**config.mk**
```make
export PLATFORM = sky130hd
export DESIGN_NAME = iqst_tracker
export DESIGN_NICKNAME = d
export VERILOG_FILES = /design/src/rtl/iqst_pkg.sv /design/src/rtl/iqst_tracker.sv
export VERILOG_INCLUDE_DIRS = /design/src /design/src/rtl
export SDC_FILE = /design/constraint.sdc
export NUM_CORES = 1
export LEC_CHECK = 0
export BUFFER_PORTS_ARGS = -buffer_cell sky130_fd_sc_hd__buf_2
export CORE_ASPECT_RATIO = 1.25
export CORE_MARGIN = 1.5
export CORE_UTILIZATION = 57
export CTS_CLUSTER_SIZE = 12
export DETAILED_ROUTE_END_ITERATION = 6
export PLACE_DENSITY = 0.87
export SLEW_MARGIN = 20
export SYNTH_ARGS = -nofsm -noshare
export SYNTH_HDL_FRONTEND = slang
export SYNTH_SLANG_ARGS = --single-unit
```
**constraint.sdc**
```tcl
create_clock -name sys_clk -period 3.52 [get_ports sys_clk]
set_clock_uncertainty 0.05 [all_clocks]
set_input_delay 1.056 -clock sys_clk [delete_from_list [all_inputs] [get_ports sys_clk]]
set_output_delay 1.056 -clock sys_clk [all_outputs]
set_load 0.02 [all_outputs]
```
**src/rtl/iqst_regs.svh**
```systemverilog
`ifndef IQST_REGS_SVH
`define IQST_REGS_SVH

`define IQST_MV_NONE     2'b00
`define IQST_MV_LATCH    2'b01
`define IQST_MV_ADV_BUS  2'b10
`define IQST_MV_ADV_LAT  2'b11

`define IQST_ST_NONE     2'b00
`define IQST_ST_ODD      2'b01
`define IQST_ST_EVEN     2'b10

`define IQST_SYS_CLK_NS  25
`define IQST_E_HALF_NS   50
`define IQST_E_HALF_CYC  ((`IQST_E_HALF_NS + `IQST_SYS_CLK_NS - 1) / `IQST_SYS_CLK_NS)
`define IQST_MIN_BYTES   3

`endif

```
**src/rtl/iqst_pkg.sv**
```systemverilog
`include "iqst_regs.svh"
`default_nettype none
package iqst_pkg;
    typedef enum logic [1:0] {
        IQST_MV_NONE    = `IQST_MV_NONE,
        IQST_MV_LATCH   = `IQST_MV_LATCH,
        IQST_MV_ADV_BUS = `IQST_MV_ADV_BUS,
        IQST_MV_ADV_LAT = `IQST_MV_ADV_LAT
    } iqst_mv_t;

    typedef enum logic [1:0] {
        IQST_ST_NONE = `IQST_ST_NONE,
        IQST_ST_ODD  = `IQST_ST_ODD,
        IQST_ST_EVEN = `IQST_ST_EVEN
    } iqst_st_t;
endpackage
`default_nettype wire

```
**src/rtl/iqst_tracker.sv**
```systemverilog
`include "iqst_regs.svh"
`default_nettype none
module iqst_tracker #(
    parameter int unsigned WORD_W = 16,
    parameter int unsigned E_HALF = `IQST_E_HALF_CYC
) (
    input  wire logic              sys_clk,
    input  wire logic              rst,
    input  wire logic              fetch_valid,
    input  wire logic [WORD_W-1:0] fetch_data,
    input  wire logic              adv_req,
    input  wire logic              start_req,
    input  wire logic              start_odd,
    input  wire logic              core_busy,
    output logic                   fetch_ready,
    output logic                   bus_clock_out,
    output logic                   queue_status_hi,
    output logic                   queue_status_lo,
    output logic                   exec_start,
    output logic [7:0]             exec_opcode
);
    localparam int unsigned CNT_W = (E_HALF > 1) ? $clog2(E_HALF) : 1;
    localparam logic [CNT_W-1:0] CNT_LAST = CNT_W'(E_HALF - 1);

    logic [CNT_W-1:0]  div_cnt;
    logic              half_end;
    logic              e_rise;
    logic              e_fall;
    logic [WORD_W-1:0] stage1;
    logic [WORD_W-1:0] stage2;
    logic [WORD_W-1:0] hold;
    logic              s1_valid;
    logic              s2_valid;
    logic              hold_valid;
    logic              odd_q;
    logic              grant;
    iqst_pkg::iqst_mv_t mv_q;
    iqst_pkg::iqst_mv_t next_mv;
    iqst_pkg::iqst_st_t st_q;
    logic [2:0]        avail;

    // E clock: every rate comes from this divider, no second domain
    assign half_end = (div_cnt == CNT_LAST);
    assign e_rise   = half_end && !bus_clock_out;
    assign e_fall   = half_end && bus_clock_out;

    always_ff @(posedge sys_clk or posedge rst) begin
        if (rst) begin
            div_cnt       <= '0;
            bus_clock_out <= 1'b0;
        end else if (half_end) begin
            div_cnt       <= '0;
            bus_clock_out <= !bus_clock_out;
        end else begin
            div_cnt <= div_cnt + 1'b1;
        end
    end

    // bytes the core could see from the chosen start byte onward
    always_comb begin
        avail = 3'h0;
        if (s2_valid) begin
            avail = start_odd ? 3'h1 : 3'h2;
        end
        if (s1_valid) begin
            avail = avail + 3'h2;
        end
    end

    // movement chosen for data sampled at this falling edge
    always_comb begin
        next_mv = iqst_pkg::IQST_MV_NONE;
        if (adv_req || !s2_valid) begin
            if (hold_valid) begin
                next_mv = iqst_pkg::IQST_MV_ADV_LAT;
            end else if (fetch_valid && (s1_valid || !s2_valid)) begin
                next_mv = iqst_pkg::IQST_MV_ADV_BUS;
            end
        end else if (fetch_valid && !hold_valid) begin
            next_mv = iqst_pkg::IQST_MV_LATCH;
        end
    end

    // queue stages and holding latch move only at E fall
    always_ff @(posedge sys_clk or posedge rst) begin
        if (rst) begin
            stage1     <= '0;
            stage2     <= '0;
            hold       <= '0;
            s1_valid   <= 1'b0;
            s2_valid   <= 1'b0;
            hold_valid <= 1'b0;
            mv_q       <= iqst_pkg::IQST_MV_NONE;
        end else if (e_fall) begin
            mv_q <= next_mv;
            case (next_mv)
                iqst_pkg::IQST_MV_LATCH: begin
                    hold       <= fetch_data;
                    hold_valid <= 1'b1;
                end
                iqst_pkg::IQST_MV_ADV_BUS: begin
                    stage2   <= stage1;
                    s2_valid <= s1_valid;
                    stage1   <= fetch_data;
                    s1_valid <= 1'b1;
                end
                iqst_pkg::IQST_MV_ADV_LAT: begin
                    stage2     <= stage1;
                    s2_valid   <= s1_valid;
                    stage1     <= hold;
                    s1_valid   <= 1'b1;
                    hold_valid <= 1'b0;
                end
                iqst_pkg::IQST_MV_NONE: begin
                    if (adv_req) begin
                        s2_valid <= 1'b0;
                    end
                end
                default: begin
                    hold_valid <= hold_valid;
                end
            endcase
        end
    end

    // bus word refused while the latch is occupied
    always_ff @(posedge sys_clk or posedge rst) begin
        if (rst) begin
            fetch_ready <= 1'b0;
        end else begin
            fetch_ready <= !hold_valid;
        end
    end

    // start decided at rise, takes effect for the cycle beginning at next fall
    always_ff @(posedge sys_clk or posedge rst) begin
        if (rst) begin
            grant <= 1'b0;
            odd_q <= 1'b0;
            st_q  <= iqst_pkg::IQST_ST_NONE;
        end else if (e_rise) begin
            grant <= start_req && !core_busy && (avail >= 3'(`IQST_MIN_BYTES));
            odd_q <= start_odd;
            if (start_req && !core_busy && (avail >= 3'(`IQST_MIN_BYTES))) begin
                st_q <= start_odd ? iqst_pkg::IQST_ST_ODD : iqst_pkg::IQST_ST_EVEN;
            end else begin
                st_q <= iqst_pkg::IQST_ST_NONE;
            end
        end
    end

    // opcode byte from stage two as it stood before the fall update
    always_ff @(posedge sys_clk or posedge rst) begin
        if (rst) begin
            exec_start  <= 1'b0;
            exec_opcode <= 8'h00;
        end else begin
            exec_start <= e_fall && grant;
            if (e_fall && grant) begin
                exec_opcode <= odd_q ? stage2[7:0] : stage2[WORD_W-1:WORD_W-8];
            end
        end
    end

    // pins: movement through the low half, start through the high half
    always_ff @(posedge sys_clk or posedge rst) begin
        if (rst) begin
            queue_status_hi <= 1'b0;
            queue_status_lo <= 1'b0;
        end else if (e_fall) begin
            {queue_status_hi, queue_status_lo} <= next_mv;
        end else if (e_rise) begin
            {queue_status_hi, queue_status_lo} <= st_q_next();
        end
    end

    function automatic logic [1:0] st_q_next();
        if (start_req && !core_busy && (avail >= 3'(`IQST_MIN_BYTES))) begin
            return start_odd ? `IQST_ST_ODD : `IQST_ST_EVEN;
        end
        return `IQST_ST_NONE;
    endfunction

    chk_mux_halves: assert property (@(posedge sys_clk) disable iff (rst)
        bus_clock_out |-> ({queue_status_hi, queue_status_lo} == st_q))
        else $error("high half does not show start code");

    chk_low_half: assert property (@(posedge sys_clk) disable iff (rst)
        !bus_clock_out && $past(bus_clock_out) |-> ({queue_status_hi, queue_status_lo} == mv_q))
        else $error("low half does not show movement code");

    chk_pins_stable: assert property (@(posedge sys_clk) disable iff (rst)
        !$past(half_end) |-> $stable({queue_status_hi, queue_status_lo}))
        else $error("status pins moved away from an E edge");

    chk_latch_code: assert property (@(posedge sys_clk) disable iff (rst)
        e_fall && next_mv == iqst_pkg::IQST_MV_LATCH |=> hold_valid && hold == $past(fetch_data))
        else $error("latch code without bus word in latch");

    chk_advance_shift: assert property (@(posedge sys_clk) disable iff (rst)
        e_fall && next_mv[1] |=> stage2 == $past(stage1))
        else $error("advance did not shift stage one");

    chk_bus_load: assert property (@(posedge sys_clk) disable iff (rst)
        e_fall && next_mv == iqst_pkg::IQST_MV_ADV_BUS |=> stage1 == $past(fetch_data))
        else $error("advance from bus loaded wrong word");

    chk_no_start: assert property (@(posedge sys_clk) disable iff (rst)
        e_fall && st_q == iqst_pkg::IQST_ST_NONE |=> !exec_start)
        else $error("start without start code");

    chk_even_byte: assert property (@(posedge sys_clk) disable iff (rst)
        e_fall && grant && !odd_q |=> exec_opcode == $past(stage2[WORD_W-1:WORD_W-8]))
        else $error("even start took wrong byte");

    chk_three_bytes: assert property (@(posedge sys_clk) disable iff (rst)
        e_rise && start_req && avail < 3'(`IQST_MIN_BYTES) |=> !grant)
        else $error("start granted with fewer than three bytes");

    chk_no_overlap: assert property (@(posedge sys_clk) disable iff (rst)
        e_rise && core_busy |=> !grant ##1 !exec_start)
        else $error("start while previous instruction busy");

    chk_start_at_fall: assert property (@(posedge sys_clk) disable iff (rst)
        exec_start |-> $past(e_fall))
        else $error("start not tied to E fall");
endmodule
`default_nettype wire

```
* Yosys cells after proc, flatten, opt, wreduce, memory -nomap -nowiden
Cells that the tools add are included.
Widths: inputs -> output; s select.
** Cells by class
- Add/subtract/negate cells :: 2
- Magnitude comparators :: 1
- Eq/ne operators :: 4
- Muxes and demuxes :: 23
- Reductions and logical operators :: 24
** Operator list (number)
- $pmux 16 s2 :: 1
- $mux 2 :: 8
- $mux 1 :: 10
- $mux 8 :: 1
- $reduce_and 2->1 :: 4
- $reduce_bool 2->1 :: 4
- $logic_and 1x1->1 :: 7
- $eq 2x2->1 const B :: 2
- $logic_not 1->1 :: 4
- $pmux 1 s2 :: 2
- $add 3x2->3 const B :: 1
- $ge 3x2->1 const B :: 1
- $mux 3 :: 1
- $reduce_and 3->1 :: 1
- $eq 2x1->1 const B :: 1
- $logic_not 2->1 :: 1
- $logic_or 1x1->1 :: 2
- $ne 2x2->1 const B :: 1
- $reduce_or 2->1 :: 1
- $add 1x1->1 const B :: 1
** Word-level totals
- Register bits after elaboration :: 67
- Bits of input ports :: 23

* Logic depth before layout (Yosys ltp)
- Depth after elaboration :: 12
- Mapped depth :: 6
- Gate-level depth less buffers :: 5

* Worst setup path before layout
OpenSTA, ideal clock, no wires.
- Path kind :: input port to flip-flop
- From :: in start_odd
- To :: reg queue_status_lo
- Arrival time :: 2166 ps
- Required time :: 3388 ps
- Setup slack :: 1222 ps
- Stages on the path :: 5
- Path through :: nor2b_1 -> ha_1 -> a21oi_1 -> or4b_2 -> a31oi_1
** Between the ends
- Cells in the longest elaborated chain, start to end :: 12
** RTL lines
- start, declared :: RTL line iqst_tracker.sv:13 : input wire logic start_odd,
- $mux 2 :: RTL line iqst_tracker.sv:63 : avail = start_odd ? 3'h1 : 3'h2;
- $mux 2 :: RTL line iqst_tracker.sv:62 : if (s2_valid) begin
- $add 3x2->3 :: RTL line iqst_tracker.sv:66 : avail = avail + 3'h2;
- $mux 3 :: RTL line iqst_tracker.sv:65 : if (s1_valid) begin
- $ge 3x2->1 :: RTL line iqst_tracker.sv:178 : if (start_req && !core_busy && (avail >= 3'(`IQST_MIN_BYTES))) begin
- $logic_and 1x1->1 :: RTL line iqst_tracker.sv:178
- $mux 1 :: RTL line iqst_tracker.sv:178
- $mux 1 :: RTL line iqst_tracker.sv:172 : end else if (e_rise) begin
- $mux 1 :: RTL line iqst_tracker.sv:170 : end else if (e_fall) begin
- $mux 2 (*) :: RTL line iqst_tracker.sv:181 : return `IQST_ST_NONE;
- $mux 1 (*) :: RTL line iqst_tracker.sv:172
- $mux 1 (*) :: RTL line iqst_tracker.sv:170
- end signal, assigned :: RTL line iqst_tracker.sv:171 : {queue_status_hi, queue_status_lo} <= next_mv;
- end signal, assigned :: RTL line iqst_tracker.sv:173 : {queue_status_hi, queue_status_lo} <= st_q_next();
- end, declared :: RTL line iqst_tracker.sv:18 : output logic queue_status_lo,
Mark *: on every way between the ends. The rest lies on a longest branch, timed or not. The select of a mux whose other input is x is not followed.
A chain may end at the register's enable or synchronous reset.

* Worst setup path in the final report
- From :: in adv_req
- To :: reg stage1[5]
** Between the ends
- Cells in the longest elaborated chain, start to end :: 5
** RTL lines
- start, declared :: RTL line iqst_tracker.sv:11 : input wire logic adv_req,
- $logic_or 1x1->1 (*) :: RTL line iqst_tracker.sv:73 : if (adv_req || !s2_valid) begin
- $mux 2 (*) :: RTL line iqst_tracker.sv:73
- $eq 2x2->1 :: RTL line iqst_tracker.sv:96 : case (next_mv)
- $reduce_bool 2->1 (no line)
- $reduce_and 2->1 (no line)
- end signal, assigned :: RTL line iqst_tracker.sv:104 : stage1 <= fetch_data;
- end signal, assigned :: RTL line iqst_tracker.sv:110 : stage1 <= hold;
- end, declared :: RTL line iqst_tracker.sv:29 : logic [WORD_W-1:0] stage1;
Mark *: on every way between the ends. The rest lies on a longest branch, timed or not.

==> impl_results.md <==
- Number of storage elements in the synthesis netlist: 67
- Synthesized area: about 2900 sq um
- Number of hold violations in the final report: 0
- Cells taking the most area after synthesis: sky130_fd_sc_hd__dfrtp_1, sky130_fd_sc_hd__mux2_2, sky130_fd_sc_hd__mux2i_1
- Number of diodes added for antenna fixing: 0
- Root buffer selected by CTS: sky130_fd_sc_hd__clkbuf_8
- Chip Height: 82.2 microns
- Overall power after layout: between 2 and 2.5 mW
- Reg2reg setup slack: approximately 1.4 ns
- Gp weighted congestion: 0.796
- Max Clock Freq: 0.438 GHz
- Post-DR vias/cell: 5.34
- Total half-perimeter wirelength after legalization and detailed placement: 3.22 mm
- Final worst hold slack: 0.423 ns
- Number of CTS-inserted buffers: 9
- Setup violations, final: 0
- Detailed route wirelength on metal3: 185 microns
- Sum of negative setup slack: 0 ns
- Leakage component of the power: 1.56 nW
- RSZ-0062 raised after global routing: no
- Hold-fix buffer count after cts: 0
- Peak VDD IR: between 0.3 and 0.4 mV
- CP Class: in2reg
- Met2 wire len: 2.37 mm
- DR top layer: met4
- Most frequent standard cell in the layout excluding fill and tap cells: sky130_fd_sc_hd__dfrtp_1
- Worst slack, placed: 0.895 ns
- Total area of sequential cells: 1680 sq um
- Share of the synthesized area in the top cell type: 0.586
- Post-synthesis sequential area ratio: 0.586
- Fill cell total of the finished layout: 367
- Netlist cell types: 31
- Max-cap check violation count: 0
- Rows: 28
- Total of cells resized after clock tree synthesis: 0
- Number of top-level pins: 36
- Run status: finished clean
- Number of nets still failing antenna checks after routing: 0
- Total power divided by cell area: between 600 and 700 nW/um^2
- Area leader, netlist: sky130_fd_sc_hd__dfrtp_1
- Routed metal-1 wire length: 2.17 mm
- Post-CTS Setup Bufs: 0
- Remaining max-slew budget at the tightest pin: 0.522
- CP required: 3.67 ns
- Yosys warnings: 0
- Remaining global-route overflow: 0
- Clock Latency Late Sink: approximately 0.35 ns
- Core Area: 4800 sq um
- Most frequent cells in the layout: sky130_fd_sc_hd__dfrtp_1, sky130_fd_sc_hd__buf_2, sky130_fd_sc_hd__mux2i_1
- Clock sinks: 67
- Worst endpoint data arrival time: 2.43 ns
- CP Launch Type: input port
- Overall die area: 5460 sq um
- Final worst-path setup slack: 1.24 ns
- Maximum fanout along the worst path: 11
- CP endpoint kind: flop
- Portion of the clock cycle consumed by the worst path in the final layout: 0.648
- Cell count after synthesis: 221
- First-pass GRT wire length: 7.80 mm
- Min Tclk post-route: 2.28 ns
- Clock buffer depth: 2
- Clock-pin slew of the registers on the worst-case setup and hold paths: 0.07 ns
- Number of remaining DRC errors: 0
- Initial cell density of the core: 0.596
- Area Overhead vs Synth: 13.2%
- Share of cells above drive strength 1: 0.346
- Pre-Repair DR Iteration Count: 4
- Pins Over Slew Limit: 0
- Pin count of the biggest net entering global routing: 50
- Count of port buffers added during placement: 35
- Hold/Removal Path Class: reg2reg
- GRT Total Usage: 0.199
- Average routed wire per standard cell: 14.8 microns
- TritonCTS clock tree: built
- Die width: 66.4 microns
- Via count of the first global-routing pass: ~1.7k
- Via count: 1725
- Synth Area per Inst: approximately 13 sq um
- Post-Route WL: 4.79 mm
- First-iteration detailed-routing DRC count: 73
- Initial antenna violation count: 0
- Final #Nets: about 280
- Post-synth net total: 245
- Slew of the pin with the lowest slew margin: 0.717 ns
- Total area of multi-input combinational cells: 1090 sq um
- Clock H-tree levels: 3
## report_power, final
| group | internal [mW] | switching [mW] | total (mW) |
|---|---|---|---|
| logic | 0.194 | 0.176 | 0.370 |
| clock network | 0.292 | 0.286 | 0.578 |
| registers | 0.959 | 0.105 | 1.06 |
## kinds of logic after synthesis
| logic type | synth area share |
|---|---|
| DFF | 0.586 |
| muxes | 0.226 |
| and+or+nand+nor | 0.0870 |
| AOI/OAI and AO/OA | 0.0616 |
| buffers and inverters | 0.0328 |
| xor gates and xnor gates | 0.00306 |
| adders and majority gates | 0.00437 |
## cells in the mapped netlist, drive strengths merged
cell	n
dfrtp	67
mux2	33
mux2i	24
nor2	21
a21oi	18
nand2	11
o21ai	10
buf	9
inv	4
nand2b	3
nand3	3
a31oi	2
clkbuf	2
nor3	2
a22o	1
a22oi	1
and2b	1
and3	1
ha	1
nor2b	1
nor3b	1
nor4	1
o31ai	1
or2	1
or4b	1
xor2	1
## final timing paths
kind                                              end                       start  cells past startpoint
setup reg to reg               stage2[12]$_DFFE_PP0P_           div_cnt$_DFF_PP0_                      4
hold / removal             exec_opcode[5]$_DFFE_PP0P_  exec_opcode[5]$_DFFE_PP0P_                      2
hold reg to reg            exec_opcode[5]$_DFFE_PP0P_  exec_opcode[5]$_DFFE_PP0P_                      2
max in group asynchronous         hold[1]$_DFFE_PP0P_                         rst                      3
setup / recovery                stage1[5]$_DFFE_PP0P_                     adv_req                      5
min in group asynchronous  exec_opcode[2]$_DFFE_PP0P_                         rst                      2
## stage by stage
step                      cell area (sq um)  std cells  utilization
after CTS                              3240        323        0.675
after global routing                   3240        323        0.675
after detailed placement               3060        307        0.638
after floorplan                        2860        221            -
after global placement                 3060        307        0.638
final                                  3240        323        0.675
## state kept, by name, indices dropped and copies added, names as in the netlist
register and flops:
hold 16, stage1 16, stage2 16, exec_opcode 8, bus_clock_out 1, div_cnt 1, exec_start 1, fetch_ready 1
grant 1, hold_valid 1, odd_q 1, queue_status_hi 1, queue_status_lo 1, s1_valid 1, s2_valid 1
## worst max-delay path: stages
cell	delay [ns]
sky130_fd_sc_hd__buf_2	0.10
sky130_fd_sc_hd__and2b_4	0.28
sky130_fd_sc_hd__nand2b_1	0.58
sky130_fd_sc_hd__mux2i_1	0.30
sky130_fd_sc_hd__a21oi_1	0.11
## metal layers
metal  GRT usage  vias to the layer above
met4       0.104                        0
met5           0                        -
li1            -                      843
met2       0.317                       32
met1       0.247                      843
met3      0.0569                        7
## cell type report
class | count | area share
Clock buffer | 12 | 0.0479
Clock inverter | 4 | 0.00772
Inverter | 4 | 0.00463
Multi-Input combinational cell | 139 | 0.337
Sequential cell | 67 | 0.517
Tap cell | 60 | 0.0232
Timing Repair Buffer | 37 | 0.0625
No activity file was read; power rests on OpenSTA's default activity.
